File: src/fst_pkg.sv
// Constants for the FIFO status and transmit-length register block
package fst_pkg;
    localparam int          ADDR_W          = 8;
    localparam int          DATA_W          = 8;
    localparam int          CNT_W           = 12;
    localparam int          FIFO_DEPTH      = 12;
    localparam int          LVL_W           = 4;
    // Register offsets
    localparam logic [7:0]  OFS_FIFO_STATUS = 8'h1c;
    localparam logic [7:0]  OFS_TX_LEN_UP   = 8'h1d;
    localparam logic [7:0]  OFS_TX_LEN_LO   = 8'h1e;
    // Reset values
    localparam logic [7:0]  RST_TX_LEN      = 8'h00;
    localparam logic [7:0]  RST_RDATA       = 8'h00;
    // Status register field positions
    localparam int          ST_RSVD_BIT     = 7;
    localparam int          ST_HIGH_BIT     = 6;
    localparam int          ST_LOW_BIT      = 5;
    localparam int          ST_OVF_BIT      = 4;
    // Lower length register field positions
    localparam int          LO_CNT_MSB      = 7;
    localparam int          LO_CNT_LSB      = 4;
    localparam int          LO_BITS_MSB     = 3;
    localparam int          LO_BITS_LSB     = 1;
    localparam int          LO_PART_BIT     = 0;
    // Level thresholds in bytes
    localparam logic [3:0]  HIGH_LEVEL      = 4'h9;
    localparam logic [3:0]  LOW_LEVEL       = 4'h3;
endpackage

File: src/fst_fifo_status.sv
// FIFO status and transmit-length registers of the reader's byte FIFO
//
// Summary of operation
// - Status bit 7 is reserved and always reads zero.
// - While receiving, status bit 6 sets once nine bytes sit in the FIFO.
// - While transmitting, status bit 5 sets when only three bytes remain.
// - Status bit 4 flags overflow when a byte is pushed into a full FIFO with no pop in the same cycle.
// - Status bits 3..0 give the unread byte count minus one, and zero when the FIFO is empty.
// - Upper length register bits 7..4 hold byte count bits 11..8.
// - Upper length register bits 3..0 hold byte count bits 7..4.
// - Both length registers clear at reset and while chip enable is low.
// - Both length registers clear at the end-of-frame of a transmission.
// - Lower length register holds low count, partial-byte flag and its bit count.
// - Lower length register bits 7..4 hold byte count bits 3..0.
`timescale 1ns/1ps
`default_nettype none
module fst_fifo_status
    import fst_pkg::*;
#(
    parameter int DEPTH = fst_pkg::FIFO_DEPTH
)
(
    input  wire logic                        I_CLK,
    input  wire logic                        I_SRST,
    input  wire logic                        I_CHIP_EN,
    input  wire logic [fst_pkg::ADDR_W-1:0]  I_ADDR,
    input  wire logic                        I_WR,
    input  wire logic [fst_pkg::DATA_W-1:0]  I_WDATA,
    input  wire logic                        I_RD,
    input  wire logic                        I_FIFO_PUSH,
    input  wire logic                        I_FIFO_POP,
    input  wire logic                        I_FIFO_CLEAR,
    input  wire logic                        I_RX_ACTIVE,
    input  wire logic                        I_TX_ACTIVE,
    input  wire logic                        I_TX_EOF,
    output logic [fst_pkg::DATA_W-1:0]       O_RDATA,
    output logic [fst_pkg::DATA_W-1:0]       O_STATUS,
    output logic [fst_pkg::CNT_W-1:0]        O_TX_COUNT,
    output logic                             O_TX_PARTIAL,
    output logic [2:0]                       O_TX_PARTIAL_BITS,
    output logic                             O_FIFO_FULL
);
    import fst_pkg::*;

    // Occupancy constants at the counter width
    localparam logic [LVL_W-1:0] DEPTH_L = LVL_W'(DEPTH);
    localparam logic [LVL_W-1:0] ONE_L   = LVL_W'(1);
    localparam logic [LVL_W-1:0] EMPTY_L = '0;

    // Chip enable synchroniser
    logic                 en_s1_r;
    logic                 en_s1_nxt;
    logic                 en_s2_r;
    logic                 en_s2_nxt;

    // FIFO occupancy
    logic [LVL_W-1:0]     level_r;
    logic [LVL_W-1:0]     level_nxt;
    logic                 push_ok;
    logic                 pop_ok;

    // Sticky overflow
    logic                 ovf_r;
    logic                 ovf_nxt;

    // Transmit length registers
    logic [DATA_W-1:0]    len_up_r;
    logic [DATA_W-1:0]    len_up_nxt;
    logic [DATA_W-1:0]    len_lo_r;
    logic [DATA_W-1:0]    len_lo_nxt;
    logic                 wr_up_hit;
    logic                 wr_lo_hit;

    // Status image and full flag
    logic [DATA_W-1:0]    status_r;
    logic [DATA_W-1:0]    status_nxt;
    logic                 full_r;
    logic                 full_nxt;
    logic                 high_lvl;
    logic                 low_lvl;

    // Read data
    logic [DATA_W-1:0]    rdata_r;
    logic [DATA_W-1:0]    rdata_nxt;

    // Unread count shown as N minus one, saturating at zero when empty
    function automatic logic [3:0] count_code(input logic [LVL_W-1:0] n);
        count_code = (n == EMPTY_L) ? 4'h0 : 4'(n - ONE_L);
    endfunction

    // Write strobe aimed at one register offset
    function automatic logic wr_hit(
        input logic              wr,
        input logic [ADDR_W-1:0] addr,
        input logic [ADDR_W-1:0] ofs
    );
        wr_hit = wr && (addr == ofs);
    endfunction

    // Synchroniser next values: the pin shifts into the first flop
    always_comb
    begin
        en_s1_nxt = I_CHIP_EN;
        en_s2_nxt = en_s1_r;
    end

    // Synchroniser flops; reset leaves the block disabled
    always_ff @(posedge I_CLK)
    begin
        if (I_SRST)
        begin
            en_s1_r <= 1'b0;
            en_s2_r <= 1'b0;
        end
        else
        begin
            en_s1_r <= en_s1_nxt;
            en_s2_r <= en_s2_nxt;
        end
    end

    // A push counts when there is room or a pop frees a slot in the same cycle
    assign push_ok = I_FIFO_PUSH && ((level_r < DEPTH_L) || pop_ok);
    assign pop_ok  = I_FIFO_POP && (level_r != EMPTY_L);

    // Occupancy: clear and disable empty the FIFO
    always_comb
    begin
        level_nxt = level_r;
        if (push_ok && !pop_ok)
        begin
            level_nxt = level_r + ONE_L;
        end
        else if (pop_ok && !push_ok)
        begin
            level_nxt = level_r - ONE_L;
        end
        if (I_FIFO_CLEAR)
        begin
            level_nxt = EMPTY_L;
        end
        if (!en_s2_r)
        begin
            level_nxt = EMPTY_L;
        end
    end

    // Occupancy flop
    always_ff @(posedge I_CLK)
    begin
        if (I_SRST)
        begin
            level_r <= EMPTY_L;
        end
        else
        begin
            level_r <= level_nxt;
        end
    end

    // Overflow: a refused push sets it and wins over a clear; disable beats all
    always_comb
    begin
        ovf_nxt = ovf_r;
        if (I_FIFO_CLEAR)
        begin
            ovf_nxt = 1'b0;
        end
        if (I_FIFO_PUSH && !push_ok)
        begin
            ovf_nxt = 1'b1;
        end
        if (!en_s2_r)
        begin
            ovf_nxt = 1'b0;
        end
    end

    // Overflow flop
    always_ff @(posedge I_CLK)
    begin
        if (I_SRST)
        begin
            ovf_r <= 1'b0;
        end
        else
        begin
            ovf_r <= ovf_nxt;
        end
    end

    // Length write decode
    assign wr_up_hit = wr_hit(I_WR, I_ADDR, OFS_TX_LEN_UP);
    assign wr_lo_hit = wr_hit(I_WR, I_ADDR, OFS_TX_LEN_LO);

    // Length registers: end of frame beats a write, disable beats all
    always_comb
    begin
        len_up_nxt = len_up_r;
        len_lo_nxt = len_lo_r;
        if (wr_up_hit)
        begin
            len_up_nxt = I_WDATA;
        end
        if (wr_lo_hit)
        begin
            len_lo_nxt = I_WDATA;
        end
        if (I_TX_EOF)
        begin
            len_up_nxt = RST_TX_LEN;
            len_lo_nxt = RST_TX_LEN;
        end
        if (!en_s2_r)
        begin
            len_up_nxt = RST_TX_LEN;
            len_lo_nxt = RST_TX_LEN;
        end
    end

    // Length flops
    always_ff @(posedge I_CLK)
    begin
        if (I_SRST)
        begin
            len_up_r <= RST_TX_LEN;
            len_lo_r <= RST_TX_LEN;
        end
        else
        begin
            len_up_r <= len_up_nxt;
            len_lo_r <= len_lo_nxt;
        end
    end

    // Level flags judged on the occupancy after this edge
    assign high_lvl = I_RX_ACTIVE && (level_nxt >= HIGH_LEVEL);
    assign low_lvl  = I_TX_ACTIVE && (level_nxt <= LOW_LEVEL);

    // Status image rebuilt every clock
    always_comb
    begin
        status_nxt                 = '0;
        status_nxt[ST_RSVD_BIT]    = 1'b0;
        status_nxt[ST_HIGH_BIT]    = high_lvl;
        status_nxt[ST_LOW_BIT]     = low_lvl;
        status_nxt[ST_OVF_BIT]     = ovf_nxt;
        status_nxt[ST_OVF_BIT-1:0] = count_code(level_nxt);
        full_nxt                   = (level_nxt == DEPTH_L);
    end

    // Status and full flops
    always_ff @(posedge I_CLK)
    begin
        if (I_SRST)
        begin
            status_r <= '0;
            full_r   <= 1'b0;
        end
        else
        begin
            status_r <= status_nxt;
            full_r   <= full_nxt;
        end
    end

    // Read path: no side effect, answered one clock after the strobe
    always_comb
    begin
        rdata_nxt = rdata_r;
        if (I_RD)
        begin
            unique case (I_ADDR)
                OFS_FIFO_STATUS: rdata_nxt = status_r;
                OFS_TX_LEN_UP:   rdata_nxt = len_up_r;
                OFS_TX_LEN_LO:   rdata_nxt = len_lo_r;
                default:         rdata_nxt = RST_RDATA;
            endcase
        end
    end

    // Read data flop holds its value between reads
    always_ff @(posedge I_CLK)
    begin
        if (I_SRST)
        begin
            rdata_r <= RST_RDATA;
        end
        else
        begin
            rdata_r <= rdata_nxt;
        end
    end

    // Outputs straight from flops
    assign O_RDATA           = rdata_r;
    assign O_STATUS          = status_r;
    assign O_TX_COUNT        = {len_up_r, len_lo_r[LO_CNT_MSB:LO_CNT_LSB]};
    assign O_TX_PARTIAL      = len_lo_r[LO_PART_BIT];
    assign O_TX_PARTIAL_BITS = len_lo_r[LO_BITS_MSB:LO_BITS_LSB];
    assign O_FIFO_FULL       = full_r;
endmodule
`default_nettype wire

File: config.mk
export PLATFORM = sky130hd
export DESIGN_NAME = fst_fifo_status
export DESIGN_NICKNAME = d
export VERILOG_FILES = /design/src/fst_pkg.sv /design/src/fst_fifo_status.sv
export SDC_FILE = /design/constraint.sdc
export NUM_CORES = 1
export LEC_CHECK = 0
export BUFFER_PORTS_ARGS = -buffer_cell sky130_fd_sc_hd__buf_2
export CAP_MARGIN = 20
export CORE_MARGIN = 1.5
export CORE_UTILIZATION = 34
export CTS_BUF_LIST = sky130_fd_sc_hd__clkbuf_8
export DETAILED_ROUTE_END_ITERATION = 10
export PLACE_DENSITY = 0.62
export REMOVE_ABC_BUFFERS = 1
export SETUP_SLACK_MARGIN = 0.3
export SYNTH_ARGS = -nofsm -noshare
export SYNTH_HDL_FRONTEND = slang
export SYNTH_SLANG_ARGS = --single-unit
File: constraint.sdc
create_clock -name I_CLK -period 2.91 [get_ports I_CLK]
set_input_delay 0.1455 -clock I_CLK [delete_from_list [all_inputs] [get_ports I_CLK]]
set_output_delay 0.1455 -clock I_CLK [all_outputs]
set_load 0.005 [all_outputs]
==> key figures, run 1 <==
Global routing
  • Maximum number of pins on one net before global-route repair: 22
  • Wire length of the first global-routing pass: 7220 µm
  • Total global routing overflow: 0
  • Number of antenna violations at the first check in global routing: 0
  • Overall track demand over capacity in global routing: 15.4%
  • Vias in the first global route: 1525

Run
  • Number of maximum-capacitance constraint violations: 0

Layout
  • Number of nets in the finished design: 292
  • Layout cell share with drive strength beyond 1: between 30% and 40%
  • Antenna diodes: 0
  • Register area: 761 µm²
  • Commonest non-fill, non-tap cell in the layout: buf_2
  • Area of combinational cells with multiple inputs: slightly above 1000 µm²
  • Filler Cells Inserted: 558
  • Most used cells in the layout excluding fill and tap cells: 58 x buf_2, 38 x dfxtp_1, 30 x nor2_1, 23 x mux2i_1, 14 x nor2b_1
  • Final Util: ~42%
  • Area growth syn-to-layout: 21.4%

STA
  • Max Slew Vio Count: 0
  • Max Clock Skew: 5.69 ps
  • Worst-case headroom to the max-slew limit: 62.1%
  • Endpoints failing setup: 0
  • Post-route fraction of the period consumed by the critical path: 83.2%
  • Highest attainable clock frequency: 413 MHz
  • Hold violation count in the final report: 0
  • Final-layout setup total negative slack: 0 ps
  • Time the final worst path needs with I/O delays and setup: 2420 ps
  • RSZ-0062 raised after global routing: no
  • Actual slew at the worst max-slew pin: 567 ps

Setup path
  • Critical Path Source: level_r[0]$_SDFF_PP0_
  • Launch instance of the worst register-to-register path: level_r[0]$_SDFF_PP0_
  • R2R Setup Slk: between 400 and 500 ps
  • End of the worst register-to-register path: O_STATUS[2]$_SDFF_PP0_
  • Kind of end point of the critical path: register
  • Start-to-end type of the worst setup path: register to register
  • Arr. time, crit path: between 2000 and 3000 ps
  • Required time worst endpoint: 3080 ps
  • Peak fanout along the critical path: 7
  • Startpoint type of the worst setup path: register
  • Count of cells along the worst register-to-register path: 10

Place
  • Buffers added on ports: 58
  • Detailed-placement wirelength estimate: 3400 µm
  • Gpl congestion: 0.864

Synthesis
  • Count of synthesis-stage warnings from yosys: 0
  • Number of register bits inferred by synthesis: 38
  • Post-synth ARST share: 0%
  • Combined area of all synthesized cells: 1900 µm²
  • Portion of the post-synthesis area used by sequential elements: roughly 40%
  • Number of enable-type register cells in the synthesized netlist: 0
  • Predominant post-synthesis flop cell: dfxtp_1
  • Unique cell type count in the Yosys netlist: 49
  • Synthesized area per cell: 9.21 µm²
  • Synthesized netlist cell count: just over 200

Clock network
  • H-Tree Level Count: 2
  • Hold_buf cts: 0
  • Buffer type at the clock tree root: clkbuf_8
  • Clock buffer count from CTS: 5
  • Buffer depth of the longest clock path: 2
  • CTS tree: done
  • Number of cells upsized or downsized after cts: 0
  • Post-CTS setup repair buffer count: 0
  • Clock-pin slew on the worst setup and hold paths: 70 ps
  • Clock Latency Late Sink: between 200 and 300 ps
  • Clock sink count: 38

Floorplanning
  • Core box area: 5440 µm²
  • Initial standard-cell utilization of the core: 34.9%
  • Row Count: 27
  • Chip Width: a little under 80 µm
  • Height of the die: between 70 and 80 µm
  • Die area: between 6000 and 7000 µm²
  • Num ports: 60

Power and ir drop
  • Portion of total power attributed to sequential cells: 54.7%
  • Post-layout total power: 0.959 mW
  • Share of total power consumed by net switching: 23.0%
  • Clock group share of total power: 38.6%
  • Net Switching: 0.221 mW
  • Power Internal: 0.739 mW
  • Leak pwr: between 1 and 1.5 nW
  • Worst VDD drop: between 0.15 and 0.2 mV
  • Comb power frac: 6.7%
  • Power density over cell area: 416 nW/µm²

Drt
  • Final routed wire length divided by cell count: 13.4 µm
  • Number of remaining DRC errors: 0
  • Vias per std cell: 4.93
  • Total number of vias: 1642
  • Number of iterations in the first detailed-routing pass: 4
  • Total routed wirelength: between 4000 and 5000 µm
  • Number of routed nets with antenna violations: 0
  • Detailed Route Iter0 Violations: between 60 and 70

Outcome
  • Run status: completed

Worst hold path
  • Min-delay src: I_CHIP_EN
  • End of the worst hold path: en_s1_r$_SDFF_PP0_
  • Worst hold path cell count: 2
  • Class of the most critical hold timing path: input pin to register
==> registers in the layout (all words and copies together) (netlist names) <==
register	flops
len_lo_r	8
en_s2_r	1
level_r	4
O_RDATA	8
en_s1_r	1
len_up_r	8
O_FIFO_FULL	1
O_STATUS	7
==> per-stage QoR <==
stage	std cells	hold slack [ps]	area [µm²]	setup slack, ps
floorplan	194	210	1820	660
global placement	325	355	2210	541
detailed placement	325	365	2210	481
CTS	333	57.2	2300	464
global route	333	72.6	2300	303
finish	333	69.5	2300	490
==> power groups by stage <==
stage          clock network (mW)  registers [mW]  logic, mW
6_report                    0.370           0.525     0.0643
5_1_grt                     0.409           0.525     0.0717
4_1_cts                     0.382           0.525     0.0649
3_5_place_dp                    0           0.537     0.0645
3_3_place_gp                    0           0.537     0.0642
2_1_floorplan                   0           0.536     0.0247
==> worst max-delay path: stages (launching register included) <==
cell and delay, ps:
dfxtp_1 450, inv_1 110, ha_1 260, nor3b_4 180, o21a_4 250, or3_1 360, nand3_2 130, ha_1 240
inv_1 80, o211ai_1 170, a21oi_1 80
==> metal layers <==
layer  vias up  part of all wire [%]  global-route usage [%]
met3         7                   7.0                    4.12
met1       762                    46                    20.1
met5         -                     0                       0
li1        823                     -                       -
met4         0                   1.5                    5.45
met2        50                    46                    24.4
==> cell families after synthesis <==
group / count (synthesis) / synth area share (%)
other cells: 1 / 0.198
compound gates: 37 / 14.3
mux: 23 / 12.1
fa+ha+maj: 5 / 3.30
simple gates: 83 / 24.5
flops: 38 / 40.1
buf+inv: 19 / 5.47
==> cell type report <==
class | instances | area share [%]
clock buffer | 6 | 3.59
clock inverter | 2 | 0.380
inverter | 7 | 1.14
multi-input combinational | 149 | 45.0
sequential | 38 | 33.0
tap | 72 | 3.91
timing repair buffer | 59 | 12.9
==> synth_stat cells, types with 2 or more instances <==
master / count / area share (%)
nand2_1: 10 / 2.0
a21oi_1: 11 / 2.9
and3_1: 3 / 0.99
nand2b_1: 3 / 0.99
dfxtp_1: 38 / 40
mux2i_1: 23 / 12
nand3_1: 4 / 1.1
inv_1: 6 / 1.2
nand3_2: 2 / 1.1
nand4b_1: 3 / 1.4
ha_1: 5 / 3.3
buf_6: 3 / 1.8
o21ai_0: 8 / 2.1
nor3_1: 2 / 0.53
clkbuf_1: 5 / 0.99
a211oi_1: 2 / 0.79
and2b_1: 2 / 0.79
buf_4: 2 / 0.79
buf_2: 2 / 0.53
nor2_1: 30 / 5.9
nor2b_1: 14 / 4.6
==> worst max-delay path by stage <==
stage | end | slack [ps] | cells past startpoint
after global placement | O_STATUS[2]$_SDFF_PP0_ | 540 | 10
after detailed placement | O_STATUS[2]$_SDFF_PP0_ | 480 | 10
final | O_STATUS[2]$_SDFF_PP0_ | 490 | 10
after floorplan | O_STATUS[6]$_SDFF_PP0_ | 660 | 9
after CTS | O_STATUS[2]$_SDFF_PP0_ | 460 | 10
after global routing | O_STATUS[2]$_SDFF_PP0_ | 300 | 10
(Power assumes the default switching activity.)
==> inputs of run 2 (changes only) <==
--- a/config.mk
+++ b/config.mk
@@ -11,7 +11,7 @@
 export CORE_UTILIZATION = 34
 export CTS_BUF_LIST = sky130_fd_sc_hd__clkbuf_8
 export DETAILED_ROUTE_END_ITERATION = 10
-export PLACE_DENSITY = 0.62
+export PLACE_DENSITY = 0.64
 export REMOVE_ABC_BUFFERS = 1
 export SETUP_SLACK_MARGIN = 0.3
 export SYNTH_ARGS = -nofsm -noshare
==> constraint.sdc (replaced) <==
create_clock -name I_CLK -period 2 [get_ports I_CLK]
set_input_delay 0.1 -clock I_CLK [delete_from_list [all_inputs] [get_ports I_CLK]]
set_output_delay 0.1 -clock I_CLK [all_outputs]
set_load 0.005 [all_outputs]
==> run 2 against run 1 <==
Design area rose by 12%. Cell count rose by 4.8%. Non-clock buffer count rose by 16. Critical endpoint is now O_STATUS[6]$_SDFF_PP0_. The run now ends with setup timing left. Register-to-register slack got worse by 510 ps. Hold slack got worse by 43 ps. Worst setup slack got worse by 510 ps. First-iteration DRC count rose by 30%.
==> key figures, run 2 (synthesis gave the netlist of run 1 again) <==
Outcome
  • Run status: finished with violations
  • Violated checks: setup timing

Clock network
  • Buffer depth of the longest clock path: 2
  • Buffer type at the clock tree root: clkbuf_8
  • Clock sink count: 38
  • H-Tree Level Count: 2
  • Hold_buf cts: 0
  • Clock Latency Late Sink: 290 ps
  • Clock buffer count from CTS: 5
  • CTS tree: done
  • Clock-pin slew on the worst setup and hold paths: 70 ps

STA
  • Actual slew at the worst max-slew pin: about 490 ps
  • Endpoints failing setup: 2
  • Highest attainable clock frequency: 495 MHz
  • RSZ-0062 raised after global routing: yes
  • Time the final worst path needs with I/O delays and setup: 2020 ps
  • Worst-case headroom to the max-slew limit: 66.9%
  • Post-route fraction of the period consumed by the critical path: 101%
  • Max Clock Skew: ~7.7 ps
  • Worst path setup slack after routing: -21.4 ps
  • Final-layout setup total negative slack: -32.5 ps
  • Hold violation count in the final report: 0
  • Max Slew Vio Count: 0

Floorplanning
  • Die area: 6040 µm²
  • Num ports: 60
  • Height of the die: about 80 µm
  • Row Count: 27
  • Core box area: 5440 µm²
  • Chip Width: 77.7 µm
  • Initial standard-cell utilization of the core: 34.9%

Run
  • Number of maximum-capacitance constraint violations: 0

Setup path
  • Count of cells along the worst register-to-register path: 9
  • Startpoint type of the worst setup path: register
  • Launch instance of the worst register-to-register path: level_r[1]$_SDFF_PP0_
  • Kind of end point of the critical path: register
  • Critical path's top delay family: simple AND/OR/NAND/NOR gates
  • Required time worst endpoint: 2180 ps
  • Worst Path Buf+Inv: 2
  • Cell-by-cell listing of the critical path: inv_2 > ha_4 > nor3b_4 > o21a_4 > or3_4 > nand3_4 > inv_2 > ha_2 > o311a_1
  • R2R Setup Slk: -20 ps
  • Most Frequent Cell on Critical Path: inv_2
  • Delay of the slowest cell on the worst path: 380 ps
  • Peak fanout along the critical path: 4
  • Start-to-end type of the worst setup path: register to register
  • End of the worst register-to-register path: O_STATUS[6]$_SDFF_PP0_
  • Arr. time, crit path: 2200 ps
  • Slowest cell on the critical path: or3_4

Drt
  • Total number of vias: about 1700
  • Number of remaining DRC errors: 0
  • Total routed wirelength: 4880 µm
  • Number of iterations in the first detailed-routing pass: 4
  • Number of routed nets with antenna violations: 0
  • Detailed Route Iter0 Violations: 82
  • Vias per std cell: 4.78
  • Final routed wire length divided by cell count: 14.0 µm

Global routing
  • Wire length of the first global-routing pass: 7730 µm
  • Overall track demand over capacity in global routing: between 10% and 20%
  • Maximum number of pins on one net before global-route repair: 21
  • Vias in the first global route: 1588
  • Total global routing overflow: 0
  • Number of antenna violations at the first check in global routing: 0

Layout
  • Area growth syn-to-layout: 35.3%
  • Most used cells in the layout excluding fill and tap cells: 58 x buf_2, 36 x dfxtp_1, 30 x nor2_1, 23 x mux2i_1, 17 x buf_4
  • Register area: 763 µm²
  • Layout cell share with drive strength beyond 1: between 40% and 50%
  • Commonest non-fill, non-tap cell in the layout: buf_2
  • Final Util: 47.2%
  • Area of combinational cells with multiple inputs: 1130 µm²
  • Antenna diodes: 0
  • Filler Cells Inserted: 511
  • Number of nets in the finished design: 308

Worst hold path
  • Min-delay src: I_CHIP_EN
  • Worst hold path cell count: 2
  • End of the worst hold path: en_s1_r$_SDFF_PP0_
  • Class of the most critical hold timing path: input pin to register

Place
  • Detailed-placement wirelength estimate: around 3500 µm
  • Buffers added on ports: 58
  • Minimum setup slack after placement: -130 ps
  • Gpl congestion: 0.799

Power and ir drop
  • Post-layout total power: 1.68 mW
  • Leak pwr: ~1.2 nW
  • Worst VDD drop: 0.290 mV
  • Power density over cell area: 653 nW/µm²
-- run 2: changes by cell type in the layout (fill, tap and decap cells not counted), sizes merged --
cell    delta
bufinv     +2
buf       +16
clkinv     -1
inv        -1
-- run 2: metrics by stage --
step | instance area (µm²) | instances | hold WS, ps
floorplan | 1820 | 194 | 165
global placement | 2300 | 337 | 316
detailed placement | 2300 | 337 | 321
CTS | 2510 | 347 | 23.5
global route | 2570 | 349 | 20.3
finish | 2570 | 349 | 26.1
-- run 2: layout make-up --
cell class / count / area share [%]
multi-input combinational: 149 / 43.9
sequential: 38 / 29.7
timing repair buffer: 75 / 16.3
tap: 72 / 3.51
clock buffer: 6 / 3.21
clock inverter: 2 / 2.34
inverter: 7 / 1.02
-- run 2: what timing repair did --
| action | in CTS | in global routing |
|---|---|---|
| setup buffers | 2 | 2 |
| endpoints found under the hold margin | 0 | 0 |
| pin swaps | 6 | 4 |
| endpoints found under the setup margin | 7 | 8 |
| gates resized for setup | 14 | 10 |
-- run 2: worst max-delay path by stage --
stage                             endpoint  slack, ps                  start  depth (start not counted)
floorplan           O_STATUS[6]$_SDFF_PP0_       -250  level_r[0]$_SDFF_PP0_                          9
global route        O_STATUS[6]$_SDFF_PP0_       -100  level_r[0]$_SDFF_PP0_                          9
global placement    O_STATUS[6]$_SDFF_PP0_       -100  level_r[0]$_SDFF_PP0_                          9
CTS                 O_STATUS[6]$_SDFF_PP0_        -50  level_r[1]$_SDFF_PP0_                          9
detailed placement  O_STATUS[6]$_SDFF_PP0_       -130  level_r[0]$_SDFF_PP0_                          9
finish              O_STATUS[6]$_SDFF_PP0_        -20  level_r[1]$_SDFF_PP0_                          9
-- run 2: metal layers --
| metal | vias up | track usage [%] | part of all wire (%) |
|---|---|---|---|
| met2 | 49 | 26.7 | 46 |
| met5 | - | 0 | 0 |
| met3 | 6 | 4.71 | 6.3 |
| met1 | 759 | 20.9 | 46 |
| li1 | 854 | - | - |
| met4 | 0 | 4.36 | 1.0 |
-- run 2: power by group --
| group | switching, mW | internal (mW) | leakage, nW |
|---|---|---|---|
| clock network | 0.273 | 0.532 | 0.0714 |
| registers | 0.00253 | 0.760 | 0.308 |
| logic | 0.0595 | 0.0500 | 0.850 |
| total | 0.335 | 1.34 | 1.23 |
==> inputs of run 3 (changes only) <==
--- a/config.mk
+++ b/config.mk
@@ -7,11 +7,11 @@
 export LEC_CHECK = 0
 export BUFFER_PORTS_ARGS = -buffer_cell sky130_fd_sc_hd__buf_2
 export CAP_MARGIN = 20
-export CORE_MARGIN = 1.5
-export CORE_UTILIZATION = 34
+export CORE_ASPECT_RATIO = 1.4
+export CORE_UTILIZATION = 40
 export CTS_BUF_LIST = sky130_fd_sc_hd__clkbuf_8
 export DETAILED_ROUTE_END_ITERATION = 10
-export PLACE_DENSITY = 0.64
+export PLACE_DENSITY = 0.73
 export REMOVE_ABC_BUFFERS = 1
 export SETUP_SLACK_MARGIN = 0.3
 export SYNTH_ARGS = -nofsm -noshare
==> run 3 against run 2 <==
The run still ends with setup timing left. First-iteration DRC count grew 12%. Sequential share of layout area shrank 0.12 points. Maximum frequency shrank 2.8%. Clock power grew 0.6%. Non-clock buffer count is the same. Design area grew 0.39%. Register-to-register slack lost 60 ps. Cell count shrank 2.9%. Flip-flop and latch count is the same. Via count grew 2.0%.
==> key figures, run 3 (synthesis gave the netlist of run 1 again) <==
Outcome
  • Run status: finished with violations
  • Violated checks: setup timing

STA
  • Post-route fraction of the period consumed by the critical path: 104%
  • Max Clock Skew: approximately 8.2 ps
  • Final-layout setup total negative slack: -94.3 ps
  • WHS: 19.0 ps
  • Endpoints failing setup: 2
  • Worst path setup slack after routing: -80.4 ps
  • Highest attainable clock frequency: 481 MHz
  • Hold violation count in the final report: 0
  • Time the final worst path needs with I/O delays and setup: ~2100 ps
  • Max Slew Vio Count: 0
  • RSZ-0062 raised after global routing: yes

Clock network
  • Buffer depth of the longest clock path: 2
  • Buffer type at the clock tree root: clkbuf_8
  • Clock sink count: 38
  • Clock buffer count from CTS: 5
  • Hold_buf cts: 0
  • Clock Latency Late Sink: 290 ps
  • CTS tree: done
  • H-Tree Level Count: 2
  • Clock-pin slew on the worst setup and hold paths: around 80 ps

Drt
  • Number of remaining DRC errors: 0
  • Final routed wire length divided by cell count: 14.3 µm
  • Total routed wirelength: 4850 µm
  • Detail Route met2 WL: 2560 µm
  • Number of routed nets with antenna violations: 0
  • Routed met3 length: between 200 and 250 µm
  • Vias per std cell: 5.02
  • Detailed Route Iter0 Violations: 92
  • Routed met1 length: about 2000 µm
  • Number of iterations in the first detailed-routing pass: 4
  • Highest signal layer in the routed design: met4
  • Total number of vias: 1702

Layout
  • Layout cell share with drive strength beyond 1: 41.5%
  • Post-layout instance area: roughly 2600 µm²
  • Antenna diodes: 0
  • Most used cells in the layout excluding fill and tap cells: 58 x buf_2, 36 x dfxtp_1, 28 x nor2_1, 23 x mux2i_1, 16 x buf_4
  • Number of nets in the finished design: 308
  • Commonest non-fill, non-tap cell in the layout: buf_2
  • Area growth syn-to-layout: 35.9%

Setup path
  • Count of cells along the worst register-to-register path: 9
  • Arr. time, crit path: 2260 ps
  • Peak fanout along the critical path: 4
  • Start-to-end type of the worst setup path: register to register
  • R2R Setup Slk: -80 ps
  • End of the worst register-to-register path: O_STATUS[6]$_SDFF_PP0_
  • Critical Path Source: level_r[0]$_SDFF_PP0_
  • Kind of end point of the critical path: register
  • Required time worst endpoint: approximately 2200 ps
  • Launch instance of the worst register-to-register path: level_r[0]$_SDFF_PP0_
  • End point of the critical path: O_STATUS[6]$_SDFF_PP0_
  • Startpoint type of the worst setup path: register

Power and ir drop
  • Worst VDD drop: 0.325 mV
  • Power density over cell area: 653 nW/µm²
  • Leak pwr: 1.23 nW

Floorplanning
  • Core box area: around 4500 µm²
  • Height of the die: between 80 and 90 µm
  • Chip Width: 60.2 µm
  • Num ports: 60
  • Initial standard-cell utilization of the core: 41.8%
  • Row Count: 29
  • Die area: 5030 µm²

Place
  • Gpl congestion: 0.871
  • Post-DP Area: 2290 µm²
  • Buffers added on ports: 58
  • Detailed-placement wirelength estimate: around 3400 µm

Global routing
  • Number of antenna violations at the first check in global routing: 0
  • Total global routing overflow: 0
  • Vias in the first global route: about 1600
  • Overall track demand over capacity in global routing: about a fifth
  • Maximum number of pins on one net before global-route repair: 22
  • Wire length of the first global-routing pass: about 7500 µm

Worst hold path
  • Worst hold path cell count: 2
  • Class of the most critical hold timing path: input pin to register

Run
  • Number of maximum-capacitance constraint violations: 0
run 3: cell counts in the layout (fill, tap and decap cells not counted):
No cell type changed its count.
run 3: worst min path at each step:
stage / slack [ps] / end / startpoint
2_1_floorplan: 160 / O_STATUS[0]$_SDFF_PP0_ / I_SRST
3_3_place_gp: 310 / en_s1_r$_SDFF_PP0_ / I_CHIP_EN
3_5_place_dp: 320 / en_s1_r$_SDFF_PP0_ / I_CHIP_EN
4_1_cts: 20 / en_s1_r$_SDFF_PP0_ / I_CHIP_EN
5_1_grt: 30 / en_s1_r$_SDFF_PP0_ / I_CHIP_EN
6_report: 20 / en_s1_r$_SDFF_PP0_ / I_CHIP_EN
run 3: area by class of cell:
cell class | instances | area [µm²]
timing repair buffer | 75 | 422
clock inverter | 2 | 60.1
clock buffer | 6 | 82.6
fill | 400 | 1960
inverter | 7 | 26.3
tap | 62 | 77.6
sequential | 38 | 763
multi-input combinational | 149 | 1150
run 3: timing repair:
item / CTS / global route
endpoints found under the setup margin: 6 / 8
pin swaps: 5 / 7
setup buffers: 3 / 1
gates cloned: 0 / 0
resized for setup: 12 / 19
run 3: through the flow:
stage / power (mW) / setup WS, ps / std cells / util [%]
2_1_floorplan: 0.816 / -250 / 194 / -
3_3_place_gp: 0.877 / -90.9 / 327 / 50.4
3_5_place_dp: 0.878 / -169 / 327 / 50.4
4_1_cts: 1.68 / -80.3 / 338 / 54.8
5_1_grt: 1.73 / -181 / 339 / 56.9
6_report: 1.68 / -80.4 / 339 / 56.9
run 3: routing by layer:
metal	vias to the layer above	track usage, %
li1	855	-
met1	795	22.2
met2	46	35.2
met3	6	3.72
met4	0	6.77
met5	-	0
run 3: critical path, stage by stage, from the launching register on:
cell and delay, ps:
dfxtp_2 340, inv_2 50, ha_4 150, nor3b_4 150
o21a_4 220, or3_4 380, nand3_4 130, inv_2 50
ha_2 160, o311a_1 340
run 3: report_power, final:
part	switching (mW)	internal (mW)	total (mW)
sequential	0.00261	0.760	0.763
combinational	0.0601	0.0496	0.110
clock	0.278	0.532	0.810
total	0.341	1.34	1.68
